<file path="src/rtl/byte_alu_pkg.sv">
// Package of opcodes, destination selects, sequencer states, reset values and widths for the byte ALU datapath.
package byte_alu_pkg;

    // -----------------------------------------------------------------
    // Widths and reset values
    // -----------------------------------------------------------------
    localparam int        DATA_W      = 8;
    localparam int        ADDR_W      = 7;
    localparam int        BIT_IDX_W   = 3;
    localparam logic [7:0] ACC_RESET  = 8'h00;
    localparam logic [7:0] BYTE_ZERO  = 8'h00;

    // -----------------------------------------------------------------
    // Destination select values
    // -----------------------------------------------------------------
    localparam logic DEST_ACC  = 1'b0;
    localparam logic DEST_FILE = 1'b1;

    // -----------------------------------------------------------------
    // Operation codes presented by the decoder
    // -----------------------------------------------------------------
    typedef enum logic [3:0] {
        OP_NONE                    = 4'h0,
        OP_ADD_IMMEDIATE_TO_ACC    = 4'h1,
        OP_ADD_ACC_TO_FILE         = 4'h2,
        OP_AND_IMMEDIATE_WITH_ACC  = 4'h3,
        OP_AND_ACC_WITH_FILE       = 4'h4,
        OP_FILE_BIT_CLEAR          = 4'h5,
        OP_FILE_BIT_SET            = 4'h6,
        OP_TEST_BIT_SKIP_IF_ZERO   = 4'h7,
        OP_SUBTRACT_ACC_FROM_FILE  = 4'h8,
        OP_NIBBLE_EXCHANGE         = 4'h9,
        OP_XOR_IMMEDIATE_WITH_ACC  = 4'hA,
        OP_XOR_ACC_WITH_FILE       = 4'hB
    } alu_op_t;

    // -----------------------------------------------------------------
    // Sequencer states for the skip slot
    // -----------------------------------------------------------------
    typedef enum logic [0:0] {
        SEQ_RUN  = 1'b0,
        SEQ_SKIP = 1'b1
    } seq_state_t;

endpackage

</file>
<file path="src/rtl/byte_alu.sv">
// Byte ALU datapath executing a subset of byte and bit instructions with accumulator and flags.
`timescale 1ns/1ps

module byte_alu #(
    parameter int DATA_W = byte_alu_pkg::DATA_W,
    parameter int ADDR_W = byte_alu_pkg::ADDR_W
) (
    // Clock and reset
    input  wire logic                         clk_sys,
    input  wire logic                         sys_rst,
    // Instruction from the decoder
    input  wire logic                         instr_valid,
    input  wire byte_alu_pkg::alu_op_t        instr_op,
    input  wire logic [7:0]                   instr_immediate,
    input  wire logic [ADDR_W-1:0]            instr_file_addr,
    input  wire logic [2:0]                   instr_bit_idx,
    input  wire logic                         instr_dest,
    // Operand read from the data memory file
    input  wire logic [7:0]                   file_rd_data,
    // File address request and write-back
    output logic [ADDR_W-1:0]                 file_rd_addr,
    output logic                              file_wr_en,
    output logic [ADDR_W-1:0]                 file_wr_addr,
    output logic [7:0]                        file_wr_data,
    // Accumulator and status flags
    output logic [7:0]                        acc,
    output logic                              carry_flag,
    output logic                              half_carry_flag,
    output logic                              zero_flag,
    // Sequencer view of the skip slot
    output logic                              skip_active,
    output logic                              instr_accepted
);

    // -----------------------------------------------------------------
    // Elaboration checks
    // -----------------------------------------------------------------
    // The datapath is byte wide and the file space must fit a 7-bit operand field.
    if (DATA_W != 8) begin : g_bad_width
        $error("byte_alu supports only an 8-bit data path");
    end
    // A narrower file space is allowed; addresses above it then simply do not exist.
    if (ADDR_W < 1 || ADDR_W > byte_alu_pkg::ADDR_W) begin : g_bad_addr
        $error("byte_alu address width out of range");
    end

    // -----------------------------------------------------------------
    // Arithmetic helpers
    // -----------------------------------------------------------------
    // Nine-bit sum so that the carry out of bit 7 is kept.
    function automatic logic [8:0] add9(input logic [7:0] a, input logic [7:0] b);
        add9 = {1'b0, a} + {1'b0, b};
    endfunction

    // Five-bit low-nibble sum so that the carry out of bit 3 is kept.
    function automatic logic [4:0] add5(input logic [3:0] a, input logic [3:0] b);
        add5 = {1'b0, a} + {1'b0, b};
    endfunction

    // One-hot mask of a bit index.
    function automatic logic [7:0] bit_mask(input logic [2:0] idx);
        bit_mask = 8'h01 << idx;
    endfunction

    // Destination decode shared by every file-operand instruction with a select bit.
    function automatic logic dest_is_file(input logic dest);
        dest_is_file = (dest == byte_alu_pkg::DEST_FILE);
    endfunction

    // -----------------------------------------------------------------
    // Declarations
    // -----------------------------------------------------------------
    byte_alu_pkg::seq_state_t seq_state;
    byte_alu_pkg::seq_state_t next_seq_state;
    logic                     exec;
    logic [7:0]               next_result;
    logic                     next_to_file;
    logic                     next_to_acc;
    logic                     upd_c;
    logic                     upd_dc;
    logic                     upd_z;
    logic                     next_c;
    logic                     next_dc;
    logic                     skip_req;
    logic [8:0]               sum9;
    logic [4:0]               sum5;
    logic [8:0]               diff9;
    logic [4:0]               diff5;
    logic [7:0]               b_operand;

    // -----------------------------------------------------------------
    // Skip slot sequencing
    // -----------------------------------------------------------------
    // The instruction that lands in the skip slot is taken but not executed,
    // so it behaves as a no-operation and the test costs two cycles.
    assign exec           = instr_valid && (seq_state == byte_alu_pkg::SEQ_RUN);
    assign instr_accepted = instr_valid;
    assign skip_active    = (seq_state == byte_alu_pkg::SEQ_SKIP);
    assign file_rd_addr   = instr_file_addr;

    // Skip is requested when the tested file bit reads zero.
    assign skip_req = exec && (instr_op == byte_alu_pkg::OP_TEST_BIT_SKIP_IF_ZERO)
                      && !file_rd_data[instr_bit_idx];

    // An idle cycle leaves a pending skip armed, so the discard always hits a real instruction.
    always_comb begin
        next_seq_state = seq_state;
        case (seq_state)
            byte_alu_pkg::SEQ_RUN: begin
                if (skip_req) begin
                    next_seq_state = byte_alu_pkg::SEQ_SKIP;
                end
            end
            byte_alu_pkg::SEQ_SKIP: begin
                // Leave only once the discarded instruction has been consumed.
                if (instr_valid) begin
                    next_seq_state = byte_alu_pkg::SEQ_RUN;
                end
            end
            default: begin
                next_seq_state = byte_alu_pkg::SEQ_RUN;
            end
        endcase
    end

    // Reset drops any pending skip, so the first instruction after it always executes.
    always_ff @(posedge clk_sys) begin
        if (sys_rst) begin
            seq_state <= byte_alu_pkg::SEQ_RUN;
        end else begin
            seq_state <= next_seq_state;
        end
    end

    // -----------------------------------------------------------------
    // Operand arithmetic
    // -----------------------------------------------------------------
    // Literal forms use the immediate, file forms the file operand.
    assign b_operand = (instr_op == byte_alu_pkg::OP_ADD_IMMEDIATE_TO_ACC) ? instr_immediate : file_rd_data;
    assign sum9      = add9(acc, b_operand);
    assign sum5      = add5(acc[3:0], b_operand[3:0]);
    // File minus accumulator as file plus two's complement of the accumulator;
    // the carry out then reads one exactly when there was no borrow.
    assign diff9     = add9(file_rd_data, 8'(~acc)) + 9'h001;
    assign diff5     = add5(file_rd_data[3:0], 4'(~acc[3:0])) + 5'h01;

    // -----------------------------------------------------------------
    // Result and flag selection
    // -----------------------------------------------------------------
    // Decode the operation into a result byte, its destination and the flags that it owns.
    // Every output has a default first, so unused codes fall out as a harmless no-operation.
    always_comb begin
        next_result  = byte_alu_pkg::BYTE_ZERO;
        next_to_file = 1'b0;
        next_to_acc  = 1'b0;
        upd_c        = 1'b0;
        upd_dc       = 1'b0;
        upd_z        = 1'b0;
        next_c       = 1'b0;
        next_dc      = 1'b0;
        case (instr_op)
            byte_alu_pkg::OP_ADD_IMMEDIATE_TO_ACC: begin
                next_result = sum9[7:0];
                next_to_acc = 1'b1;
                upd_c       = 1'b1;
                upd_dc      = 1'b1;
                upd_z       = 1'b1;
                next_c      = sum9[8];
                next_dc     = sum5[4];
            end
            byte_alu_pkg::OP_ADD_ACC_TO_FILE: begin
                next_result  = sum9[7:0];
                next_to_file = dest_is_file(instr_dest);
                next_to_acc  = !dest_is_file(instr_dest);
                upd_c        = 1'b1;
                upd_dc       = 1'b1;
                upd_z        = 1'b1;
                next_c       = sum9[8];
                next_dc      = sum5[4];
            end
            byte_alu_pkg::OP_AND_IMMEDIATE_WITH_ACC: begin
                next_result = acc & instr_immediate;
                next_to_acc = 1'b1;
                upd_z       = 1'b1;
            end
            byte_alu_pkg::OP_AND_ACC_WITH_FILE: begin
                next_result  = acc & file_rd_data;
                next_to_file = dest_is_file(instr_dest);
                next_to_acc  = !dest_is_file(instr_dest);
                upd_z        = 1'b1;
            end
            byte_alu_pkg::OP_FILE_BIT_CLEAR: begin
                next_result  = file_rd_data & ~bit_mask(instr_bit_idx);
                next_to_file = 1'b1;
            end
            byte_alu_pkg::OP_FILE_BIT_SET: begin
                next_result  = file_rd_data | bit_mask(instr_bit_idx);
                next_to_file = 1'b1;
            end
            byte_alu_pkg::OP_SUBTRACT_ACC_FROM_FILE: begin
                next_result  = diff9[7:0];
                next_to_file = dest_is_file(instr_dest);
                next_to_acc  = !dest_is_file(instr_dest);
                upd_c        = 1'b1;
                upd_dc       = 1'b1;
                upd_z        = 1'b1;
                next_c       = diff9[8];
                next_dc      = diff5[4];
            end
            byte_alu_pkg::OP_NIBBLE_EXCHANGE: begin
                next_result  = {file_rd_data[3:0], file_rd_data[7:4]};
                next_to_file = dest_is_file(instr_dest);
                next_to_acc  = !dest_is_file(instr_dest);
            end
            byte_alu_pkg::OP_XOR_IMMEDIATE_WITH_ACC: begin
                next_result = acc ^ instr_immediate;
                next_to_acc = 1'b1;
                upd_z       = 1'b1;
            end
            byte_alu_pkg::OP_XOR_ACC_WITH_FILE: begin
                next_result  = acc ^ file_rd_data;
                next_to_file = dest_is_file(instr_dest);
                next_to_acc  = !dest_is_file(instr_dest);
                upd_z        = 1'b1;
            end
            default: begin
                // No-operation and the bit test write nothing and keep the flags.
                next_result = byte_alu_pkg::BYTE_ZERO;
            end
        endcase
    end

    // -----------------------------------------------------------------
    // Accumulator
    // -----------------------------------------------------------------
    // Only an executing instruction that targets the accumulator loads it,
    // so an instruction caught in the skip slot leaves it untouched.
    always_ff @(posedge clk_sys) begin
        if (sys_rst) begin
            acc <= byte_alu_pkg::ACC_RESET;
        end else if (exec && next_to_acc) begin
            acc <= next_result;
        end
    end

    // -----------------------------------------------------------------
    // File write-back
    // -----------------------------------------------------------------
    // Registered so the memory sees one clean write strobe a cycle after issue.
    always_ff @(posedge clk_sys) begin
        if (sys_rst) begin
            file_wr_en   <= 1'b0;
            file_wr_addr <= '0;
            file_wr_data <= byte_alu_pkg::BYTE_ZERO;
        end else begin
            file_wr_en <= exec && next_to_file;
            if (exec && next_to_file) begin
                file_wr_addr <= instr_file_addr;
                file_wr_data <= next_result;
            end
        end
    end

    // -----------------------------------------------------------------
    // Status flags
    // -----------------------------------------------------------------
    // Each flag moves only for the operations that own it; the rest leave it alone.
    always_ff @(posedge clk_sys) begin
        if (sys_rst) begin
            carry_flag      <= 1'b0;
            half_carry_flag <= 1'b0;
            zero_flag       <= 1'b0;
        end else if (exec) begin
            if (upd_c) begin
                carry_flag <= next_c;
            end
            if (upd_dc) begin
                half_carry_flag <= next_dc;
            end
            if (upd_z) begin
                zero_flag <= (next_result == byte_alu_pkg::BYTE_ZERO);
            end
        end
    end

endmodule

</file>
<file path="config.mk">
export PLATFORM = sky130hd
export DESIGN_NAME = byte_alu
export DESIGN_NICKNAME = d
export VERILOG_FILES = /design/src/rtl/byte_alu_pkg.sv /design/src/rtl/byte_alu.sv
export SDC_FILE = /design/constraint.sdc
export NUM_CORES = 1
export LEC_CHECK = 0
export ABC_AREA = 1
export BUFFER_PORTS_ARGS = -buffer_cell sky130_fd_sc_hd__buf_2
export CAP_MARGIN = 20
export CORE_ASPECT_RATIO = 1.25
export CORE_MARGIN = 5
export CORE_UTILIZATION = 48
export DETAILED_ROUTE_END_ITERATION = 8
export GPL_TIMING_DRIVEN = 0
export PLACE_DENSITY = 0.72
export SYNTH_ARGS = -nofsm -noshare
export SYNTH_HDL_FRONTEND = slang
export SYNTH_SLANG_ARGS = --single-unit
</file>
<file path="constraint.sdc">
create_clock -name clk_sys -period 5.72 [get_ports clk_sys]
set_input_delay 0.286 -clock clk_sys [delete_from_list [all_inputs] [get_ports clk_sys]]
set_output_delay 0.286 -clock clk_sys [all_outputs]
set_load 0.02 [all_outputs]
</file>
## Word-level counts from Yosys, hierarchy flattened

Cells that the tools add are included.

- Register bits: 28
- Output and inout port bits: 36
- Word-level logic and storage cells: 66
- Input bits: 34

- Eq/ne operators: 11
- Reduce and logical (&&, ||, !) cells: 16
- Bitwise operators: 10
- Shifts and indexed selects: 1
- Order comparisons: 1
- Multiplexer cells: 13
- Add/subtract/negate cells: 6

Operators with widths:

| kind | count |
|---|---|
| 8-bit case mux with 9 select lines | 1 |
| 8-bit bitwise AND | 3 |
| 8-bit by 8-bit adder with 9-bit output | 2 |
| 4-bit by 3-bit equality test with 1-bit output (second input constant) | 4 |
| 4-bit equality test (second input constant) | 4 |
| 8-bit inverter | 2 |
| 8-bit bitwise XOR | 2 |
| 4-bit by 4-bit adder with 5-bit output | 2 |
| 1-bit case mux with 2 select lines | 5 |
| 9-bit by 1-bit adder with 9-bit output (second input constant) | 1 |
| 4-bit by 2-bit equality test with 1-bit output (second input constant) | 2 |
| 8-bit zero test | 1 |
| 8-bit 2-to-1 mux | 1 |
| 8-bit OR | 1 |
| 1-bit by 3-bit left shift with 8-bit output (first input constant) | 1 |
| 7-bit OR reduction | 1 |
| 3-bit OR reduction | 2 |
| 5-bit by 1-bit adder with 5-bit output (second input constant) | 1 |
| 1-bit logical AND | 5 |
| 1-bit 2-to-1 mux | 5 |
| 5-bit OR reduction | 1 |
| 4-bit by 1-bit equality test with 1-bit output (second input constant) | 1 |
| 3-bit by 4-bit less-than comparator with 1-bit output (second input constant) | 1 |
| 4-bit inverter | 1 |
| other kinds (5) | 8 |

## Longest topological paths before layout

Gate-level depths: netlist of run 1.

- Word-level depth: 6
- Gate-level depth with buffers: 20
- Gate-level depth less buffers: 20

## Worst setup path before layout of run 1

OpenSTA, ideal clock, no wires.

- Kind: input to register
- From: input instr_op[1]
- To: register carry_flag
- Stages on the path: 19
- Required time: 5.611 ns
- Setup slack: 3.159 ns
- Buffers on the path: 1
- Data arrival time: 2.452 ns
- Library setup time: 0.109 ns
- Cells stage by stage: inv_1 nand2_1 nor2_1 clkbuf_1 o21ai_0 ha_1 inv_1 fa_1 inv_1 nand3_1 nand2_1 a21boi_0 inv_1 a21oi_1 nor2_1 o21ai_0 nand3_1 nand2_1 inv_1

- Cells in the longest elaborated chain, start to end: 4
- Elaborated cells between the ends (all ways): 10

RTL lines:

| item | RTL line | text |
|---|---|---|
| start: declaration | byte_alu.sv:13 | `input wire byte_alu_pkg::alu_op_t instr_op,` |
| 4-bit by 1-bit equality test with 1-bit output, or another cell as far along | byte_alu.sv:139, byte_alu.sv:161 |  |
| 8-bit 2-to-1 mux or 3-bit OR reduction (tied branches) | - |  |
| 8-bit by 8-bit adder with 9-bit output or 1-bit 2-to-1 mux (tied branches) | byte_alu.sv:52, byte_alu.sv:161 |  |
| 1-bit case mux with 2 select lines or 2-bit AND reduction (tied branches) | - |  |
| end signal: assignment | byte_alu.sv:275 | `carry_flag <= next_c;` |
| end: declaration | byte_alu.sv:27 | `output logic carry_flag,` |

Several ways; a longest one is shown, not always the timed one.
A chain may end at the register's enable or synchronous reset.

## Worst setup path in the final report of run 1

- From: input instr_op[1]
- To: register zero_flag

- Cells in the longest elaborated chain, start to end: 5
- Elaborated cells between the ends (all ways): 18

RTL lines:

| item | RTL line | text |
|---|---|---|
| 4-bit by 1-bit equality test with 1-bit output | byte_alu.sv:139, byte_alu.sv:161 |  |
| 8-bit 2-to-1 mux | byte_alu.sv:139 | `assign b_operand = (instr_op == byte_alu_pkg::OP_ADD_IMMEDIATE_TO_ACC) ? instr_immediate : file_rd_data;` |
| 8-bit by 8-bit adder with 9-bit output | byte_alu.sv:52 | `add9 = {1'b0, a} + {1'b0, b};` |
| 8-bit case mux with 9 select lines | byte_alu.sv:161 | `case (instr_op)` |
| 8-bit zero test | byte_alu.sv:281 | `zero_flag <= (next_result == byte_alu_pkg::BYTE_ZERO);` |
| end signal: assignment | byte_alu.sv:281 |  |
| end: declaration | byte_alu.sv:29 | `output logic zero_flag,` |

Several ways; a longest one is shown, not always the timed one.

==> flow_summary.json, run 1 <==
{
  "die_h_um": 98.47,
  "cts-root-buf": "clkbuf_8",
  "cp_common_cell": "nand2_1",
  "finalCritPeriodShare_pct": 55.37,
  "io_pins": 70,
  "antenna_cells": 0,
  "synth-async-reset-ratio_pct": 0,
  "hold_depth": 3,
  "wl_um": 10090,
  "timing.rr.end": "zero_flag$_SDFFE_PP0P_",
  "synth_enable_flop_cells": 0,
  "antenna_found_initial": 0,
  "core_mm2": 0.006126,
  "cts_inserted_buffers": 3,
  "max_clock_freq_mhz": 315.8,
  "r2r_slack_ns": 3.29,
  "drtIter0Drc": 223,
  "cts_setup_buffers": 0,
  "instances_no_fill": 695,
  "wl_per_cell_um": 14.52,
  "ys.flop_type": "dfxtp_1",
  "rows": 32,
  "tightest_slew_ns": 0.6752,
  "syn_inst": 537,
  "holdPathEnd": "file_wr_addr[3]$_SDFFE_PP0P_",
  "cts_max_level": 1,
  "clock-sinks": 28,
  "hp-start": "instr_file_addr[3]",
  "syn2layout_area_growth_pct": 17.40,
  "powerDensity_mw_per_mm2": 175.8,
  "rsz0062_at_grt": "false",
  "hold_class": "input pin to flop",
  "grt_max_degree": 17,
  "required_ns": 5.94,
  "synth_cell_types": 34,
  "finalSetupTns_ns": 0,
  "crit_type": "input pin to flop",
  "fillers": 676,
  "place_hpwl_um": 8516,
  "finClkSkew_ns": 0.004462,
  "post-place-cells": 691,
  "final_antenna_net_count": 0,
  "min_period_ns": 3.167,
  "vias_per_cell": 5.344,
  "die_w_um": 80.78,
  "worstRegToRegCells": 13,
  "ys_seq_area_share_pct": 18.65,
  "worstSkewPairLatency_ns": 0.28,
  "start_util_pct": 49.06,
  "drive_gt1_share_pct": 15.90,
  "cts_tree": "built",
  "start_kind": "input pin",
  "drc": 0,
  "io_buffers": 69,
  "syn-num-nets": 592,
  "final_nets": 666,
  "ir_drop_v": 0.0003045,
  "cts_resized": 0,
  "finalHoldViolCount": 0,
  "cp_max_fo": 10,
  "vias": 3714,
  "final_max_slew_viol_count": 0,
  "clkTransAtPathRegs_ns": 0.10,
  "status": "finished, final reports clean",
  "slew-limit-headroom_pct": 54.82,
  "slowest_stage": "nor2_1",
  "post-route-util_pct": 57.60,
  "clockBufferDepth": 2,
  "r2r_start": "acc[1]$_SDFFE_PP0P_",
  "yosysWarningCount": 0,
  "grt_pass1_vias": 3597,
  "drv_cap": 0,
  "routabilityCongestion": 0.9681,
  "dieArea_mm2": 0.007954,
  "slowest_delay_ns": 0.40,
  "grt-ovfl-total": 0,
  "path_cells": "buf_2, inv_1, nand2_1, nor2_1, clkbuf_1, o21ai_0, ha_1, nand2_1, inv_1, nand3_1, nand3_1, nand2_1, nand3_1, nand3_1, nor2_1, nand2_1, nor2_1, nand2_1, a21oi_2",
  "ys_seq_elements": 28,
  "setup_violations": 0,
  "postCtsHoldBufs": 0,
  "dr.pass1.iters": 5,
  "total_leakage_power_uw": 0.001975,
  "cp-end-kind": "flop",
  "track_usage_pct": 26.12,
  "synth_area_mm2": 0.003005,
  "crit_arrival_ns": 3.38,
  "synth.avg_cell_area_um2": 5.597,
  "grt_pass1_wl_um": 16550
}
-- stage by stage --
| step | hold slack (ns) | setup WS (ns) | instance area (µm²) | total power, µW |
|---|---|---|---|---|
| floorplan | 0.4422 | 3.159 | 3005 | 388.0 |
| global placement | 0.4496 | 2.355 | 3457 | 461.5 |
| detailed placement | 0.4560 | 2.325 | 3457 | 467.0 |
| CTS | 0.2707 | 2.600 | 3528 | 623.4 |
| global route | 0.2767 | 2.274 | 3528 | 668.0 |
| finish | 0.2705 | 2.553 | 3528 | 620.5 |
-- final cells by class --
type / instances / area (µm²) / share of cell area, %
clock buffer: 3 / 41.29 / 1.170
sequential: 28 / 560.5 / 15.89
inverter: 77 / 289.0 / 8.191
tap: 85 / 106.4 / 3.014
timing repair buffer: 69 / 345.3 / 9.787
clock inverter: 1 / 30.03 / 0.8511
multi-input combinational: 419 / 2068 / 58.62
buffer: 13 / 87.58 / 2.482
-- power breakdown --
group	internal, µW	total, µW	switching, µW
Combinational	84.9	246	161
Clock	93.8	156	62.0
Sequential	207	219	12.1
Total	385	620	235
-- worst max-delay path, delay by kind of cell --
family / cells / cell delay, ns
AND/OR/NAND/NOR: 12 / 1.63
adder cells (fa/ha/maj): 1 / 0.37
AO/OA/AOI/OAI: 2 / 0.39
buffers and inverters: 4 / 0.71
-- per-layer routing --
| metal | track usage [%] | share of wire, % | up-vias |
|---|---|---|---|
| met1 | 30.80 | 40 | 1652 |
| met3 | 4.296 | 7.7 | 29 |
| met4 | 11.44 | 3.7 | 0 |
| met5 | 0 | 0 | - |
| li1 | - | - | 1863 |
| met2 | 45.73 | 49 | 170 |
-- registers in the layout (all words and copies together), names as in the netlist --
register and flops:
file_wr_en 1, skip_active 1, half_carry_flag 1, acc 8, zero_flag 1, file_wr_addr 7
file_wr_data 8, carry_flag 1
-- cell usage after synthesis (2+ instances only) --
cell | number | area [µm²]
inv_2 | 7 | 26.28
clkbuf_1 | 3 | 11.26
nand3_1 | 66 | 330.3
buf_4 | 8 | 60.06
nand2_1 | 155 | 581.8
a211oi_1 | 3 | 22.52
dfxtp_1 | 28 | 560.5
o211ai_1 | 6 | 45.04
nand4_1 | 2 | 12.51
nand3b_1 | 5 | 37.54
o21a_1 | 2 | 15.01
o21ai_0 | 29 | 145.1
fa_1 | 2 | 40.04
ha_1 | 19 | 237.7
o21ai_2 | 2 | 17.52
o22ai_1 | 5 | 31.28
a21oi_1 | 23 | 115.1
nor2_1 | 87 | 326.6
inv_1 | 70 | 262.8
-- placed cells by master, fill, tap and decap left out, types with 2 or more instances in the layout --
cell type,Yosys,layout
o21ai_0,29,29
buf_2,1,70
clkbuf_8,0,3
o21ai_2,2,2
nand3b_1,5,5
nor2_1,87,87
o211ai_1,6,6
o22ai_1,5,5
nand3_1,66,66
clkbuf_1,3,3
inv_2,7,7
a21oi_1,23,23
fa_1,2,2
o21a_1,2,2
a211oi_1,3,3
nand4_1,2,2
dfxtp_1,28,28
inv_1,70,70
buf_4,8,8
ha_1,19,19
nand2_1,155,155
-- worst max-delay path by stage --
stage / startpoint / endpoint / slack (ns) / cells after the start
floorplan: instr_op[1] / carry_flag$_SDFFE_PP0P_ / 3.16 / 19
global placement: instr_op[1] / carry_flag$_SDFFE_PP0P_ / 2.36 / 20
detailed placement: instr_op[1] / zero_flag$_SDFFE_PP0P_ / 2.33 / 19
CTS: instr_op[1] / zero_flag$_SDFFE_PP0P_ / 2.60 / 19
global route: instr_op[1] / carry_flag$_SDFFE_PP0P_ / 2.27 / 20
finish: instr_op[1] / zero_flag$_SDFFE_PP0P_ / 2.55 / 19
-- logic make-up (layout without fill, tap and decap cells) --
kind of cell             count (synthesis)  in the layout  synth area share (%)
buffers and inverters                   90            163                 12.53
flip-flops                              28             28                 18.65
AND/OR/NAND/NOR                        319            319                 44.01
AO/OA/AOI/OAI                           77             77                 14.99
XOR/XNOR                                 2              2                0.5830
adder cells (fa/ha/maj)                 21             21                 9.242
(Power assumes the default switching activity.)
==> run 2: changes to the inputs <==
clock period = 2.94 ns   (was 5.72 ns; I/O delays follow)
==> flow_summary.json, run 2 (synthesis gave the netlist of run 1 again) <==
{
  "ir_drop_v": 0.0005923,
  "start_util_pct": 49.06,
  "finalSetupTns_ns": 0,
  "cts_inserted_buffers": 3,
  "core_mm2": 0.006126,
  "antenna_found_initial": 0,
  "die_h_um": 98.47,
  "met3WireLength_um": 749,
  "wl_met1_um": 4016,
  "dr.pass1.iters": 5,
  "final_cell_mix": "nand2_1 (154), nor2_1 (86), inv_1 (70), buf_2 (70), nand3_1 (66)",
  "crit_type": "input pin to flop",
  "start_kind": "input pin",
  "cp_common_cell": "nor2_1",
  "clock-sinks": 28,
  "worstRegToRegCells": 13,
  "drc": 0,
  "top_regs": "acc (8), file_wr_data (8), file_wr_addr (7)",
  "hold_depth": 3,
  "tightest_slew_ns": 0.6694,
  "track_usage_pct": 26.12,
  "finClkSkew_ns": 0.004502,
  "die_w_um": 80.78,
  "crit_arrival_ns": 2.89,
  "total_leakage_power_uw": 0.001977,
  "timing.final.ws_setup_ns": 0.2696,
  "required_ns": 3.16,
  "drtIter0Drc": 251,
  "pre_cts_ws_ns": -0.3158,
  "final_common_cell": "nand2_1",
  "final_antenna_net_count": 0,
  "cts-root-buf": "clkbuf_8",
  "finalCritPeriodShare_pct": 90.83,
  "cts_setup_buffers": 0,
  "io_pins": 70,
  "final_max_slew_viol_count": 0,
  "cts_tree": "built",
  "cts_max_level": 1,
  "place_hpwl_um": 8516,
  "io_buffers": 69,
  "grt-ovfl-total": 0,
  "vias_per_cell": 5.327,
  "antenna_cells": 0,
  "grt_pass1_wl_um": 16550,
  "slew-limit-headroom_pct": 55.21,
  "grt_max_degree": 17,
  "routabilityCongestion": 0.9681,
  "wl_um": 10050,
  "path_cells": "buf_2, inv_1, nand2_2, nor2_4, clkbuf_2, o21ai_1, ha_2, inv_1, fa_1, inv_1, nand3_1, nand2_1, a21boi_0, nor2_1, nor2_1, nor2_1, nand2_1, nor2_1, nand2_1, a21oi_2",
  "cp_max_fo": 10,
  "status": "finished, final reports clean",
  "syn2layout_area_growth_pct": 17.86,
  "drv_cap": 0,
  "vias": 3702,
  "worstSkewPairLatency_ns": 0.28,
  "wl_met2_um": 4898,
  "slowest_stage": "fa_1",
  "highest_layer": "met4",
  "min_period_ns": 2.670,
  "slowest_delay_ns": 0.40,
  "setup_violations": 0,
  "rsz0062_at_grt": "false",
  "powerDensity_mw_per_mm2": 341.2,
  "wl_per_cell_um": 14.46,
  "post-route-util_pct": 57.82,
  "clockBufferDepth": 2,
  "max_clock_freq_mhz": 374.5,
  "r2r_slack_ns": 0.52,
  "hold_class": "input pin to flop",
  "finalHoldViolCount": 0,
  "postCtsHoldBufs": 0,
  "drive_gt1_share_pct": 16.56,
  "cp-end-kind": "flop",
  "clkTransAtPathRegs_ns": 0.10,
  "post-place-cells": 691,
  "final_nets": 666,
  "dieArea_mm2": 0.007954,
  "instances_no_fill": 695,
  "rows": 32,
  "grt_pass1_vias": 3602
}
[run 2: cell counts in the layout (fill, tap and decap cells not counted)]
No cell type changed its count.
[run 2: final timing paths]
check                                    start                           end
hold / removal              instr_file_addr[3]  file_wr_addr[3]$_SDFFE_PP0P_
setup reg to reg           acc[1]$_SDFFE_PP0P_        zero_flag$_SDFFE_PP0P_
setup / recovery                   instr_op[1]        zero_flag$_SDFFE_PP0P_
hold reg to reg   file_wr_data[2]$_SDFFE_PP0P_  file_wr_data[2]$_SDFFE_PP0P_
[run 2: through the flow]
step	instance area, µm²	power [µW]	hold slack [ns]
finish	3542	1209	0.1314
global route	3542	1302	0.1377
CTS	3530	1213	0.1317
detailed placement	3457	908.6	0.4275
global placement	3457	897.8	0.4110
floorplan	3005	754.9	0.3032
[run 2: what timing repair did]
action / CTS / global route
gates resized for setup: 1 / 6
setup endpoints to repair: 2 / 7
hold endpoints to repair: 0 / 0
[run 2: final cells by class]
type                    count  area, µm²
fillers                   673       2584
clock inverters             1      30.03
clock buffers               3      41.29
well taps                  85      106.4
inverters                  77      289.0
plain buffers              13      88.84
multi-input cells         419       2081
repair buffers             69      345.3
flip-flops and latches     28      560.5
[run 2: critical path, delay by kind of cell]
kind	cells	cell delay (ns)
buffers and inverters	5	0.57
AOI/OAI and AO/OA	3	0.42
and+or+nand+nor	10	1.09
adders and majority gates	2	0.63
[run 2: metal layers]
| metal | vias up | GRT usage [%] |
|---|---|---|
| met1 | 1652 | 30.75 |
| met5 | - | 0 |
| met2 | 154 | 45.66 |
| met4 | 0 | 11.70 |
| li1 | 1864 | - |
| met3 | 32 | 4.296 |
[run 2: power by group]
part,total (µW),switching (µW),internal (µW)
Clock,303,121,182
Combinational,480,314,166
Sequential,426,23.7,402
==> run 3: changes to the inputs <==
clock period = 2.8 ns   (was 2.94 ns; I/O delays follow)
==> flow_summary.json, run 3 (synthesis gave the netlist of run 1 again) <==
{
  "cp_max_fo": 10,
  "cts_tree": "built",
  "critPathBufInv": 5,
  "crit_arrival_ns": 2.80,
  "finalCritPeriodShare_pct": 92.30,
  "endpoint": "zero_flag$_SDFFE_PP0P_",
  "start_util_pct": 49.06,
  "path_delay_family": "simple AND/OR/NAND/NOR gates",
  "status": "finished, final reports clean",
  "crit_type": "input pin to flop",
  "cp-end-kind": "flop",
  "vias": 3695,
  "cts_inserted_buffers": 3,
  "start_kind": "input pin",
  "slowest_delay_ns": 0.40,
  "core_mm2": 0.006126,
  "finalHoldViolCount": 0,
  "instances_no_fill": 695,
  "postCtsHoldBufs": 0,
  "antenna_cells": 0,
  "wl_per_cell_um": 14.62,
  "worstSkewPairLatency_ns": 0.28,
  "finalSetupTns_ns": 0,
  "drive_gt1_share_pct": 17.21,
  "cts_setup_buffers": 0,
  "clkTransAtPathRegs_ns": 0.10,
  "hold_class": "input pin to flop",
  "total_leakage_power_uw": 0.001984,
  "drv_cap": 0,
  "top_regs": "acc (8), file_wr_data (8), file_wr_addr (7)",
  "track_usage_pct": 26.18,
  "grt-ovfl-total": 0,
  "max_clock_freq_mhz": 386.9,
  "setup_violations": 0,
  "slew-limit-headroom_pct": 55.84,
  "required_ns": 3.02,
  "post-place-cells": 691,
  "io_buffers": 69,
  "regArea_um2": 560.5,
  "slowest_stage": "fa_1",
  "rsz0062_at_grt": "false",
  "crit_start": "instr_op[1]",
  "die_h_um": 98.47,
  "path_cells": "buf_2, inv_1, nand2_4, nor2_4, clkbuf_2, o21ai_1, ha_2, inv_1, fa_1, inv_1, nand3_1, nand2_1, a21boi_0, nor2_1, nor2_1, nor2_2, nand2_1, nor2_1, nand2_1, a21oi_2",
  "final_nets": 666,
  "tightest_slew_ns": 0.6599,
  "final_cell_mix": "nand2_1 (153), nor2_1 (83), inv_1 (70), buf_2 (70), nand3_1 (66)",
  "dr.pass1.iters": 5,
  "io_pins": 70,
  "drtIter0Drc": 276,
  "powerDensity_mw_per_mm2": 358.2,
  "cts_max_level": 1,
  "wl_um": 10160,
  "die_w_um": 80.78,
  "r2r_start": "acc[1]$_SDFFE_PP0P_",
  "clock-sinks": 28,
  "r2r_slack_ns": 0.43,
  "grt_pass1_wl_um": 16590,
  "grt_pass1_vias": 3610,
  "antenna_found_initial": 0,
  "grt_max_degree": 17,
  "routabilityCongestion": 0.9681,
  "min_period_ns": 2.584,
  "cp.depth": 20,
  "final_common_cell": "nand2_1",
  "clockBufferDepth": 2,
  "worstRegToRegCells": 13,
  "post-route-util_pct": 58.07,
  "vias_per_cell": 5.317,
  "drc": 0,
  "fillers": 674,
  "finClkSkew_ns": 0.004543,
  "final_antenna_net_count": 0,
  "rows": 32,
  "syn2layout_area_growth_pct": 18.36,
  "dieArea_mm2": 0.007954,
  "place_hpwl_um": 8516,
  "multiInputGateArea_mm2": 0.002096,
  "ir_drop_v": 0.0006229,
  "timing.rr.end": "zero_flag$_SDFFE_PP0P_",
  "final_max_slew_viol_count": 0,
  "cts-root-buf": "clkbuf_8"
}
-- run 3: cell counts in the layout (fill, tap and decap cells not counted) --
No cell type changed its count.
-- run 3: final cells by class --
type	count	share of cell area (%)
inverters	77	8.125
clock inverters	1	0.8442
clock buffers	3	1.161
plain buffers	13	2.497
repair buffers	69	9.708
well taps	85	2.990
flip-flops and latches	28	15.76
multi-input cells	419	58.92
-- run 3: worst min-delay path, stage by stage --
cell	delay [ns]
buf_2	0.08
o21ai_0	0.07
nor2_1	0.08
-- run 3: how the worst min path moves through the flow --
stage | startpoint | endpoint | slack, ns | cells after the start
after floorplan | sys_rst | acc[7]$_SDFFE_PP0P_ | 0.30 | 3
after detailed placement | instr_file_addr[3] | file_wr_addr[3]$_SDFFE_PP0P_ | 0.42 | 3
after global routing | instr_file_addr[3] | file_wr_addr[3]$_SDFFE_PP0P_ | 0.13 | 3
final | instr_file_addr[3] | file_wr_addr[3]$_SDFFE_PP0P_ | 0.12 | 3
after CTS | instr_file_addr[3] | file_wr_addr[3]$_SDFFE_PP0P_ | 0.12 | 3
after global placement | instr_file_addr[0] | file_wr_addr[0]$_SDFFE_PP0P_ | 0.40 | 3
-- run 3: routing by layer --
layer	vias to the layer above	share of wire, %	track usage [%]	wire length (µm)
li1	1863	-	-	-
met1	1660	40	30.86	4108
met2	147	49	45.73	4998
met3	25	6.8	4.296	694
met4	0	3.5	11.70	357
met5	-	0	0	0
-- run 3: what timing repair did --
| item | CTS | global route |
|---|---|---|
| gates cloned | 0 | 0 |
| hold endpoints to repair | 0 | 0 |
| endpoints found under the setup margin | 3 | 8 |
| resized for setup | 2 | 10 |
-- run 3: power breakdown --
group / internal [µW] / switching [µW]
logic: 176 / 333
registers: 422 / 24.8
clock network: 192 / 127
total: 789 / 485
-- run 3: through the flow --
step | instance area [µm²] | hold WS, ns | setup slack, ns | total power (µW)
2_1_floorplan | 3005 | 0.2962 | 0.3851 | 792.6
5_1_grt | 3557 | 0.1307 | 0.01920 | 1370
6_report | 3557 | 0.1239 | 0.2155 | 1274
3_3_place_gp | 3457 | 0.4040 | -0.4187 | 942.7
4_1_cts | 3532 | 0.1247 | 0.02963 | 1274
3_5_place_dp | 3457 | 0.4205 | -0.4488 | 954.0
